--- config.mk ---
export PLATFORM = sky130hd
export DESIGN_NAME = hbi_host_port
export DESIGN_NICKNAME = d
export VERILOG_FILES = /design/src/hdl/hbi_pkg.sv /design/src/hdl/hbi_host_port.sv
export SDC_FILE = /design/constraint.sdc
export NUM_CORES = 1
export LEC_CHECK = 0
export BUFFER_PORTS_ARGS = -buffer_cell sky130_fd_sc_hd__buf_2
export CAP_MARGIN = 25
export CORE_UTILIZATION = 29
export CTS_BUF_LIST = sky130_fd_sc_hd__clkbuf_4 sky130_fd_sc_hd__clkbuf_8
export CTS_CLUSTER_SIZE = 28
export DETAILED_ROUTE_END_ITERATION = 6
export GPL_TIMING_DRIVEN = 0
export PLACE_DENSITY = 0.53
export SLEW_MARGIN = 20
export SYNTH_ARGS = -nofsm -noshare
export SYNTH_HDL_FRONTEND = slang
export SYNTH_SLANG_ARGS = --single-unit
--- constraint.sdc ---
create_clock -name clk_sys -period 2.6 [get_ports clk_sys]
set_input_delay 0.52 -clock clk_sys [delete_from_list [all_inputs] [get_ports clk_sys]]
set_output_delay 0.52 -clock clk_sys [all_outputs]
set_load 0.03 [all_outputs]
--- src/hdl/hbi_pkg.sv ---
// Constants and carrier types for the host bus interface
//////////////////////////////////////////////////////////////////////////////
// Overview of operation
// Accesses are taken only while the active-low select line is low.
// Separate-strobe style: write strobe low marks a write access.
// Separate-strobe style: read strobe low marks a read access.
// Direction style: direction high means read, low means write.
// Direction style: rising edge of data strobe ends the access.
// Multiplexed: shared lines carry address first, then data.
// Demultiplexed: shared lines carry only data, address comes separately.
// Data lines are driven only while returning read data.
// Multiplexed: address latch is transparent while latch strobe is high.
// Falling edge of latch strobe captures the bus address.
// First access after reset samples latch strobe to fix addressing style.
// Interrupt output goes low whenever an internal source requests service.
// Interrupt output is open drain, only ever pulls low.
// Reset input high holds the device in reset while high.
// Data path is eight bits; demultiplexed mode has separate address.
// FIFO transfers paced by interrupt or by DMA request.
// Demultiplexed address arrives on four address inputs 0..3.
//////////////////////////////////////////////////////////////////////////////
package hbi_pkg;
    localparam int DATA_W = 8;
    localparam int ADDR_W = 4;
    localparam logic [7:0] DATA_RST = 8'h00;
    localparam logic [3:0] ADDR_RST = 4'h0;

    typedef enum logic [1:0] {
        HBI_UNSET = 2'b00,
        HBI_MUX = 2'b01,
        HBI_DEMUX = 2'b10
    } hbi_amode_t;

    // One access toward the internal register space
    typedef struct packed {
        logic wr;
        logic rd;
        logic [ADDR_W-1:0] addr;
        logic [DATA_W-1:0] wdata;
    } hbi_req_t;
endpackage

--- src/hdl/hbi_host_port.sv ---
// Parallel host port: strobe decode, address latch, data drive, interrupt pin
`timescale 1ns/10ps
module hbi_host_port (
    // Clock and reset
    input wire logic clk_sys,
    input wire logic sys_rst,
    // Host pins
    input wire logic cs_n,
    input wire logic wr_n_rw,
    input wire logic rd_n_data_strobe,
    input wire logic addr_latch,
    input wire logic [7:0] host_bus_lines_i,
    output logic [7:0] host_bus_lines_o,
    output logic host_bus_lines_oe,
    input wire logic [3:0] host_addr_lines,
    output logic int_n_o,
    output logic int_n_oe,
    // Bus style strap: high selects strobe-with-direction style
    input wire logic strobe_dir_style,
    // Internal side
    output hbi_pkg::hbi_req_t req,
    input wire logic [7:0] rdata,
    input wire logic irq_src,
    input wire logic fifo_req,
    input wire logic dma_mode,
    output logic dma_req,
    output hbi_pkg::hbi_amode_t amode
);
    //////////////////////////////////////////////////////////////////////////
    // Two-flop synchronisers; stage one is read only by stage two
    logic [16:0] s1, s2;
    // Reset to the idle pin levels so no false strobe edge follows reset
    always_ff @(posedge clk_sys) begin
        if (sys_rst) begin
            s1 <= {1'b0, 1'b1, 1'b1, 1'b0, hbi_pkg::DATA_RST, 5'h00};
            s2 <= {1'b0, 1'b1, 1'b1, 1'b0, hbi_pkg::DATA_RST, 5'h00};
        end else begin
            s1 <= {~cs_n, wr_n_rw, rd_n_data_strobe, addr_latch, host_bus_lines_i, irq_src, strobe_dir_style,
                   fifo_req, dma_mode, 1'b0};
            s2 <= s1;
        end
    end
    // Separate address pins pass two flops as well, matching the strobe latency
    logic [3:0] addr_s1, addr_s2;
    always_ff @(posedge clk_sys) begin
        if (sys_rst) begin
            addr_s1 <= hbi_pkg::ADDR_RST;
            addr_s2 <= hbi_pkg::ADDR_RST;
        end else begin
            addr_s1 <= host_addr_lines;
            addr_s2 <= addr_s1;
        end
    end
    logic sel, wrl, rdl, ale, irq_s, style_s, fifo_s, dma_s;
    logic [7:0] bus_s;
    assign {sel, wrl, rdl, ale, bus_s, irq_s, style_s, fifo_s, dma_s} = s2[16:1];

    //////////////////////////////////////////////////////////////////////////
    // Access decode
    logic ale_d, ds_d, act_d;
    logic acc_rd, acc_wr, active, ds_rise;
    always_comb begin
        ds_rise = rdl & ~ds_d;
        if (style_s) begin
            active = sel & ~rdl;
            acc_rd = active & wrl;
            acc_wr = active & ~wrl;
        end else begin
            active = sel & (~rdl | ~wrl);
            acc_rd = sel & ~rdl;
            acc_wr = sel & ~wrl;
        end
    end

    always_ff @(posedge clk_sys) begin
        if (sys_rst) begin
            ale_d <= 1'b0;
            ds_d <= 1'b1;
            act_d <= 1'b0;
        end else begin
            ale_d <= ale;
            ds_d <= rdl;
            act_d <= active;
        end
    end

    //////////////////////////////////////////////////////////////////////////
    // Addressing style fixed at the first access after reset
    always_ff @(posedge clk_sys) begin
        if (sys_rst) begin
            amode <= hbi_pkg::HBI_UNSET;
        end else if (amode == hbi_pkg::HBI_UNSET && active) begin
            amode <= ale ? hbi_pkg::HBI_MUX : hbi_pkg::HBI_DEMUX;
        end
    end

    // Address latch; ALE selects multiplexed only if still high when the first access starts
    logic [3:0] addr_q;
    always_ff @(posedge clk_sys) begin
        if (sys_rst) begin
            addr_q <= hbi_pkg::ADDR_RST;
        end else if (ale) begin
            addr_q <= bus_s[3:0];
        end else if (ale_d) begin
            addr_q <= addr_q;
        end
    end
    logic [3:0] cur_addr;
    assign cur_addr = (amode == hbi_pkg::HBI_DEMUX || (amode == hbi_pkg::HBI_UNSET && !ale))
                      ? addr_s2 : addr_q;

    //////////////////////////////////////////////////////////////////////////
    // Internal request: one pulse per access at its end (strobe release)
    logic end_acc;
    assign end_acc = style_s ? (act_d & ds_rise) : (act_d & ~active);
    logic was_rd, was_wr;
    always_ff @(posedge clk_sys) begin
        if (sys_rst) begin
            was_rd <= 1'b0;
            was_wr <= 1'b0;
            req <= '0;
        end else begin
            if (active) begin
                was_rd <= acc_rd;
                was_wr <= acc_wr;
            end
            req.wr <= end_acc & was_wr;
            req.rd <= end_acc & was_rd;
            req.addr <= cur_addr;
            if (active) begin
                req.wdata <= bus_s;
            end
        end
    end

    //////////////////////////////////////////////////////////////////////////
    // Data drive only during read; address phase never driven
    always_ff @(posedge clk_sys) begin
        if (sys_rst) begin
            host_bus_lines_o <= hbi_pkg::DATA_RST;
            host_bus_lines_oe <= 1'b0;
        end else begin
            host_bus_lines_o <= rdata;
            host_bus_lines_oe <= acc_rd & ~ale;
        end
    end

    //////////////////////////////////////////////////////////////////////////
    // Interrupt pin and DMA pacing; output level fixed low, enable pulls
    always_ff @(posedge clk_sys) begin
        if (sys_rst) begin
            int_n_o <= 1'b0;
            int_n_oe <= 1'b0;
            dma_req <= 1'b0;
        end else begin
            int_n_o <= 1'b0;
            int_n_oe <= irq_s | (fifo_s & ~dma_s);
            dma_req <= fifo_s & dma_s;
        end
    end
endmodule

==> Word-level counts from Yosys, hierarchy flattened <==
Index checks and enable logic that the tools add are counted.
{ "word_totals": {"ff_bits": 77, "output_inout_bits": 28, "elab_cells": 53} }
{ "op_classes": {"eq_ne": 1, "muxes": 6, "bitwise": 22, "n_reduce_logical": 5} }
{ "op_table": {"columns": ["operator", "n"], "rows": [
  ["1-bit AND", 13],
  ["1-bit NOT", 7],
  ["1-bit two-way mux", 4],
  ["4-bit two-way mux", 1],
  ["2-bit == test, second input constant", 1],
  ["1-bit logical AND", 2],
  ["2-bit zero test", 1],
  ["2-bit two-way mux", 1],
  ["1-bit bitwise OR", 2],
  ["1-bit zero test", 1],
  ["1-bit logical OR", 1]
]} }

==> Depth between registers and ports, before layout <==
{ "logic_depth": {"depth_word": 8, "depth_mapped": 5} }

==> Worst setup path before layout <==
No wires, ideal clock.
{ "synth_path": {"path_kind": "input-to-reg", "start": "in sys_rst", "end": "reg s1[14]", "setup_ps": 123, "arrival_ps": 1114, "required_ps": 2477, "slack_ps": 1362, "path_stages": 3, "path_buffers": 2, "cell_sequence": "buf_2 > buf_2 > or2_2"} }
{ "synth_rtl": {"columns": ["item", "line", "source"], "rows": [
  ["start: declaration", "hbi_host_port.sv:6", "input wire logic sys_rst,"],
  ["end signal: assignment", "hbi_host_port.sv:35", "s1 <= {1'b0, 1'b1, 1'b1, 1'b0, hbi_pkg::DATA_RST, 5'h00};"],
  ["end signal: assignment", "hbi_host_port.sv:38", "s1 <= {~cs_n, wr_n_rw, rd_n_data_strobe, addr_latch, host_bus_lines_i, irq_src, strobe_dir_style,"],
  ["end: declaration", "hbi_host_port.sv:31", "logic [16:0] s1, s2;"]
]} }
No word-level cell between the ends.

==> Final worst setup path <==
{ "layout_path": {"start": "reg amode[0]", "end": "out amode[0]"} }
{ "layout_rtl": {"columns": ["item", "line", "source"], "rows": [
  ["start: declaration", "hbi_host_port.sv:27", "output hbi_pkg::hbi_amode_t amode"],
  ["start signal: assignment", "hbi_host_port.sv:91", "amode <= hbi_pkg::HBI_UNSET;"],
  ["start signal: assignment", "hbi_host_port.sv:93", "amode <= ale ? hbi_pkg::HBI_MUX : hbi_pkg::HBI_DEMUX;"]
]} }
No word-level cell between the ends.

==> flow_metrics.env <==
export IMPL_outcome="complete, no violations"
export IMPL_num_rows=33
export IMPL_cp_cell_sequence="buf_2"
export IMPL_setup_tns_ps=0
export IMPL_required_ps=2080
export IMPL_layout_cells_non_filler=392
export IMPL_syn_nets=247
export IMPL_reg2reg_from="s2[3]$_SDFF_PP0_"
export IMPL_crit_start="amode[0]$_SDFFE_PP0P_"
export IMPL_ys_top_cells_by_area="dfxtp_1, nor2b_1, a21bo_2, nand3_2, a21oi_2"
export IMPL_path_class="register to output port"
export IMPL_arrival_ps=1000
export IMPL_clkPwrFrac_pct=38.5
export IMPL_grt_antenna_before_repair=0
export IMPL_chipWidth_um=94.0
export IMPL_synth_most_common_cell="dfxtp_1"
export IMPL_p_switching_mw=0.468
export IMPL_postCtsHoldBufs=0
export IMPL_ioPinCount=58
export IMPL_path_max_fanout=7
export IMPL_clk_latency_ps=330
export IMPL_gp_congestion=0.739
export IMPL_synthCells=217
export IMPL_p_leak_nw=1.27
export IMPL_internal_power_mw=1.72
export IMPL_synth_seq_cells=75
export IMPL_cts_root_buf="clkbuf_8"
export IMPL_avgViaCountPerCell=4.10
export IMPL_grt_max_degree=12
export IMPL_clockBufferDepth=2
export IMPL_final_core_util_pct=37.1
export IMPL_ctsResizeCount=0
export IMPL_synth_edf_count=0
export IMPL_fp_dieH_um=94.0
export IMPL_setup_viol=0
export IMPL_clock_sinks=75
export IMPL_powerDensity_nw_per_um2=716
export IMPL_ys_top_cells_by_count="dfxtp_1, nor2b_1, nor2_1"
export IMPL_power_frac_seq_pct=55.0
export IMPL_grt_pass1_wl_mm=6.87
export IMPL_layout_nets=314
export IMPL_finClkSkew_ps=6.71
export IMPL_drv_slew=0
export IMPL_synth_top_area_cell="dfxtp_1"
export IMPL_clkSlewWorstSetupHoldPaths_ps=70
export IMPL_dpl_hpwl_mm=3.00
export IMPL_cts_setup_buffers=0
export IMPL_vias=1609
export IMPL_drtIter0Drc=48
export IMPL_synth_distinct_cells=28
export IMPL_ys_seq_area_share_pct=61.2
export IMPL_fmax_mhz=659
export IMPL_grt_usage_pct=10.6
export IMPL_layout_drive_gt1_share_pct=38.0
export IMPL_finalHoldViolCount=0
export IMPL_ir_drop_mv=0.256
export IMPL_cp_slowest_stage_delay_ps=430
export IMPL_syn_to_final_growth_pct=24.3
export IMPL_rsz0062_at_grt="no"
export IMPL_numCtsBuffers=9
export IMPL_drcViolationCount=0
export IMPL_synth_top_area_share_pct=61.2
export IMPL_hp_class="primary input to register"
export IMPL_io_buffers=56
export IMPL_cts_tree="yes"
export IMPL_fill_cells=823
export IMPL_yosys_warnings=0
export IMPL_relSlewSlack_pct=62.4
export IMPL_synth_main_ff_cell="dfxtp_1"
export IMPL_hold_start="wr_n_rw"
export IMPL_cp_slowest_cell="dfxtp_1"
export IMPL_initial_utilization_pct=29.8
export IMPL_synth_area_um2=2450
export IMPL_dp_cells=378
export IMPL_swShare_pct=21.4
export IMPL_wl_mm=4.19
export IMPL_critPathTopFamily="flip-flops"
export IMPL_cp_start_kind="register"
export IMPL_fin_crit_ps=1520
export IMPL_grt_pass1_vias=1462
export IMPL_overflow=0
export IMPL_diodes=0
export IMPL_ys_async_sr_fraction_pct=0
export IMPL_syn_avg_cell_area_um2=11.3
export IMPL_critPathCaptureType="output port"
export IMPL_drv_cap=0
export IMPL_drtPass1Iterations=6
export IMPL_core_area_um2=8220
export IMPL_tightestPinTransition_ps=563
export IMPL_design_die_area_um2=8830
export IMPL_wl_per_cell_um=10.7
export IMPL_p_comb_share_pct=6.5
export IMPL_htree_levels=3
export IMPL_final_antenna_net_count=0
export IMPL_finalCritPeriodShare_pct=58.3
export IMPL_crit_buf_inv=1
==> state kept, by name, indices dropped and copies added, names as in the netlist <==
name / cells
s2: 16
addr_q: 4
amode: 2
host_bus_lines_o: 8
int_n_oe: 1
req: 14
s1: 16
addr_s2: 4
dma_req: 1
was_rd: 1
act_d: 1
ds_d: 1
addr_s1: 4
host_bus_lines_oe: 1
was_wr: 1
==> path summary, 6_finish.rpt <==
kind | to | cells after the start | slack (ps)
hold / removal | s1[15]$_SDFF_PP1_ | 2 | 370
setup / recovery | amode[0] | 1 | 1080
setup reg to reg | req[6]$_SDFFE_PP0P_ | 5 | 1380
hold reg to reg | s2[14]$_SDFF_PP1_ | 1 | 420
==> routing by layer <==
metal  global-route usage (%)  up-vias  part of all wire (%)
li1                         -      832                     -
met1                     12.3      729                    46
met2                     17.1       41                    48
met3                     2.59        7                   4.3
met4                     7.31        0                   2.5
met5                        0        -                     0
==> kinds of logic after synthesis <==
family                 Yosys count  share of synthesized area, %
buffers and inverters           20                          5.10
XOR/XNOR                         1                         0.357
AND/OR/NAND/NOR                 82                          20.6
multiplexers                     4                          1.63
AO/OA/AOI/OAI                   34                          10.9
flip-flops                      75                          61.2
other                            1                         0.153
==> placed cells by master, fill, tap and decap left out, types with 2 or more instances in the layout <==
cell type	synthesis	layout
nor4bb_1	2	2
clkinv_2	0	2
a31oi_1	2	2
clkbuf_8	0	10
inv_1	5	5
a21oi_1	8	8
a21bo_2	8	8
nor2_1	11	11
nand3_1	6	6
nand2_1	4	4
mux2i_1	4	4
a21oi_2	8	8
buf_4	2	2
dfxtp_1	75	75
or2_2	4	4
nand3_2	8	8
o21ai_0	5	5
or2_1	2	2
buf_2	3	59
clkbuf_1	5	5
nor2b_1	44	44
buf_6	3	3
==> cell type report <==
class,count,area (um2),share of cell area [%]
Tap cell,105,131,4.31
Inverter,5,18.8,0.616
Clock inverter,3,40.0,1.31
Timing Repair Buffer,56,280,9.19
Buffer,15,106,3.49
Multi-Input combinational cell,122,826,27.1
Sequential cell,75,1500,49.2
Clock buffer,11,145,4.76
==> power by group through the flow <==
stage | logic, mW | registers, mW | clock network [mW]
finish | 0.142 | 1.20 | 0.841
global route | 0.158 | 1.21 | 0.919
CTS | 0.145 | 1.20 | 0.880
detailed placement | 0.145 | 1.23 | 0
global placement | 0.144 | 1.23 | 0
floorplan | 0.0778 | 1.25 | 0
==> through the flow <==
step | area, um2 | total power, mW | hold slack (ps) | worst slack (ps)
floorplan | 2450 | 1.32 | 389 | 1360
global placement | 2860 | 1.37 | 398 | 1000
detailed placement | 2860 | 1.37 | 399 | 1030
CTS | 3050 | 2.23 | 347 | 1060
global route | 3050 | 2.28 | 353 | 1030
finish | 3050 | 2.18 | 365 | 1080
Note: power is estimated with default switching activity, not from simulation.
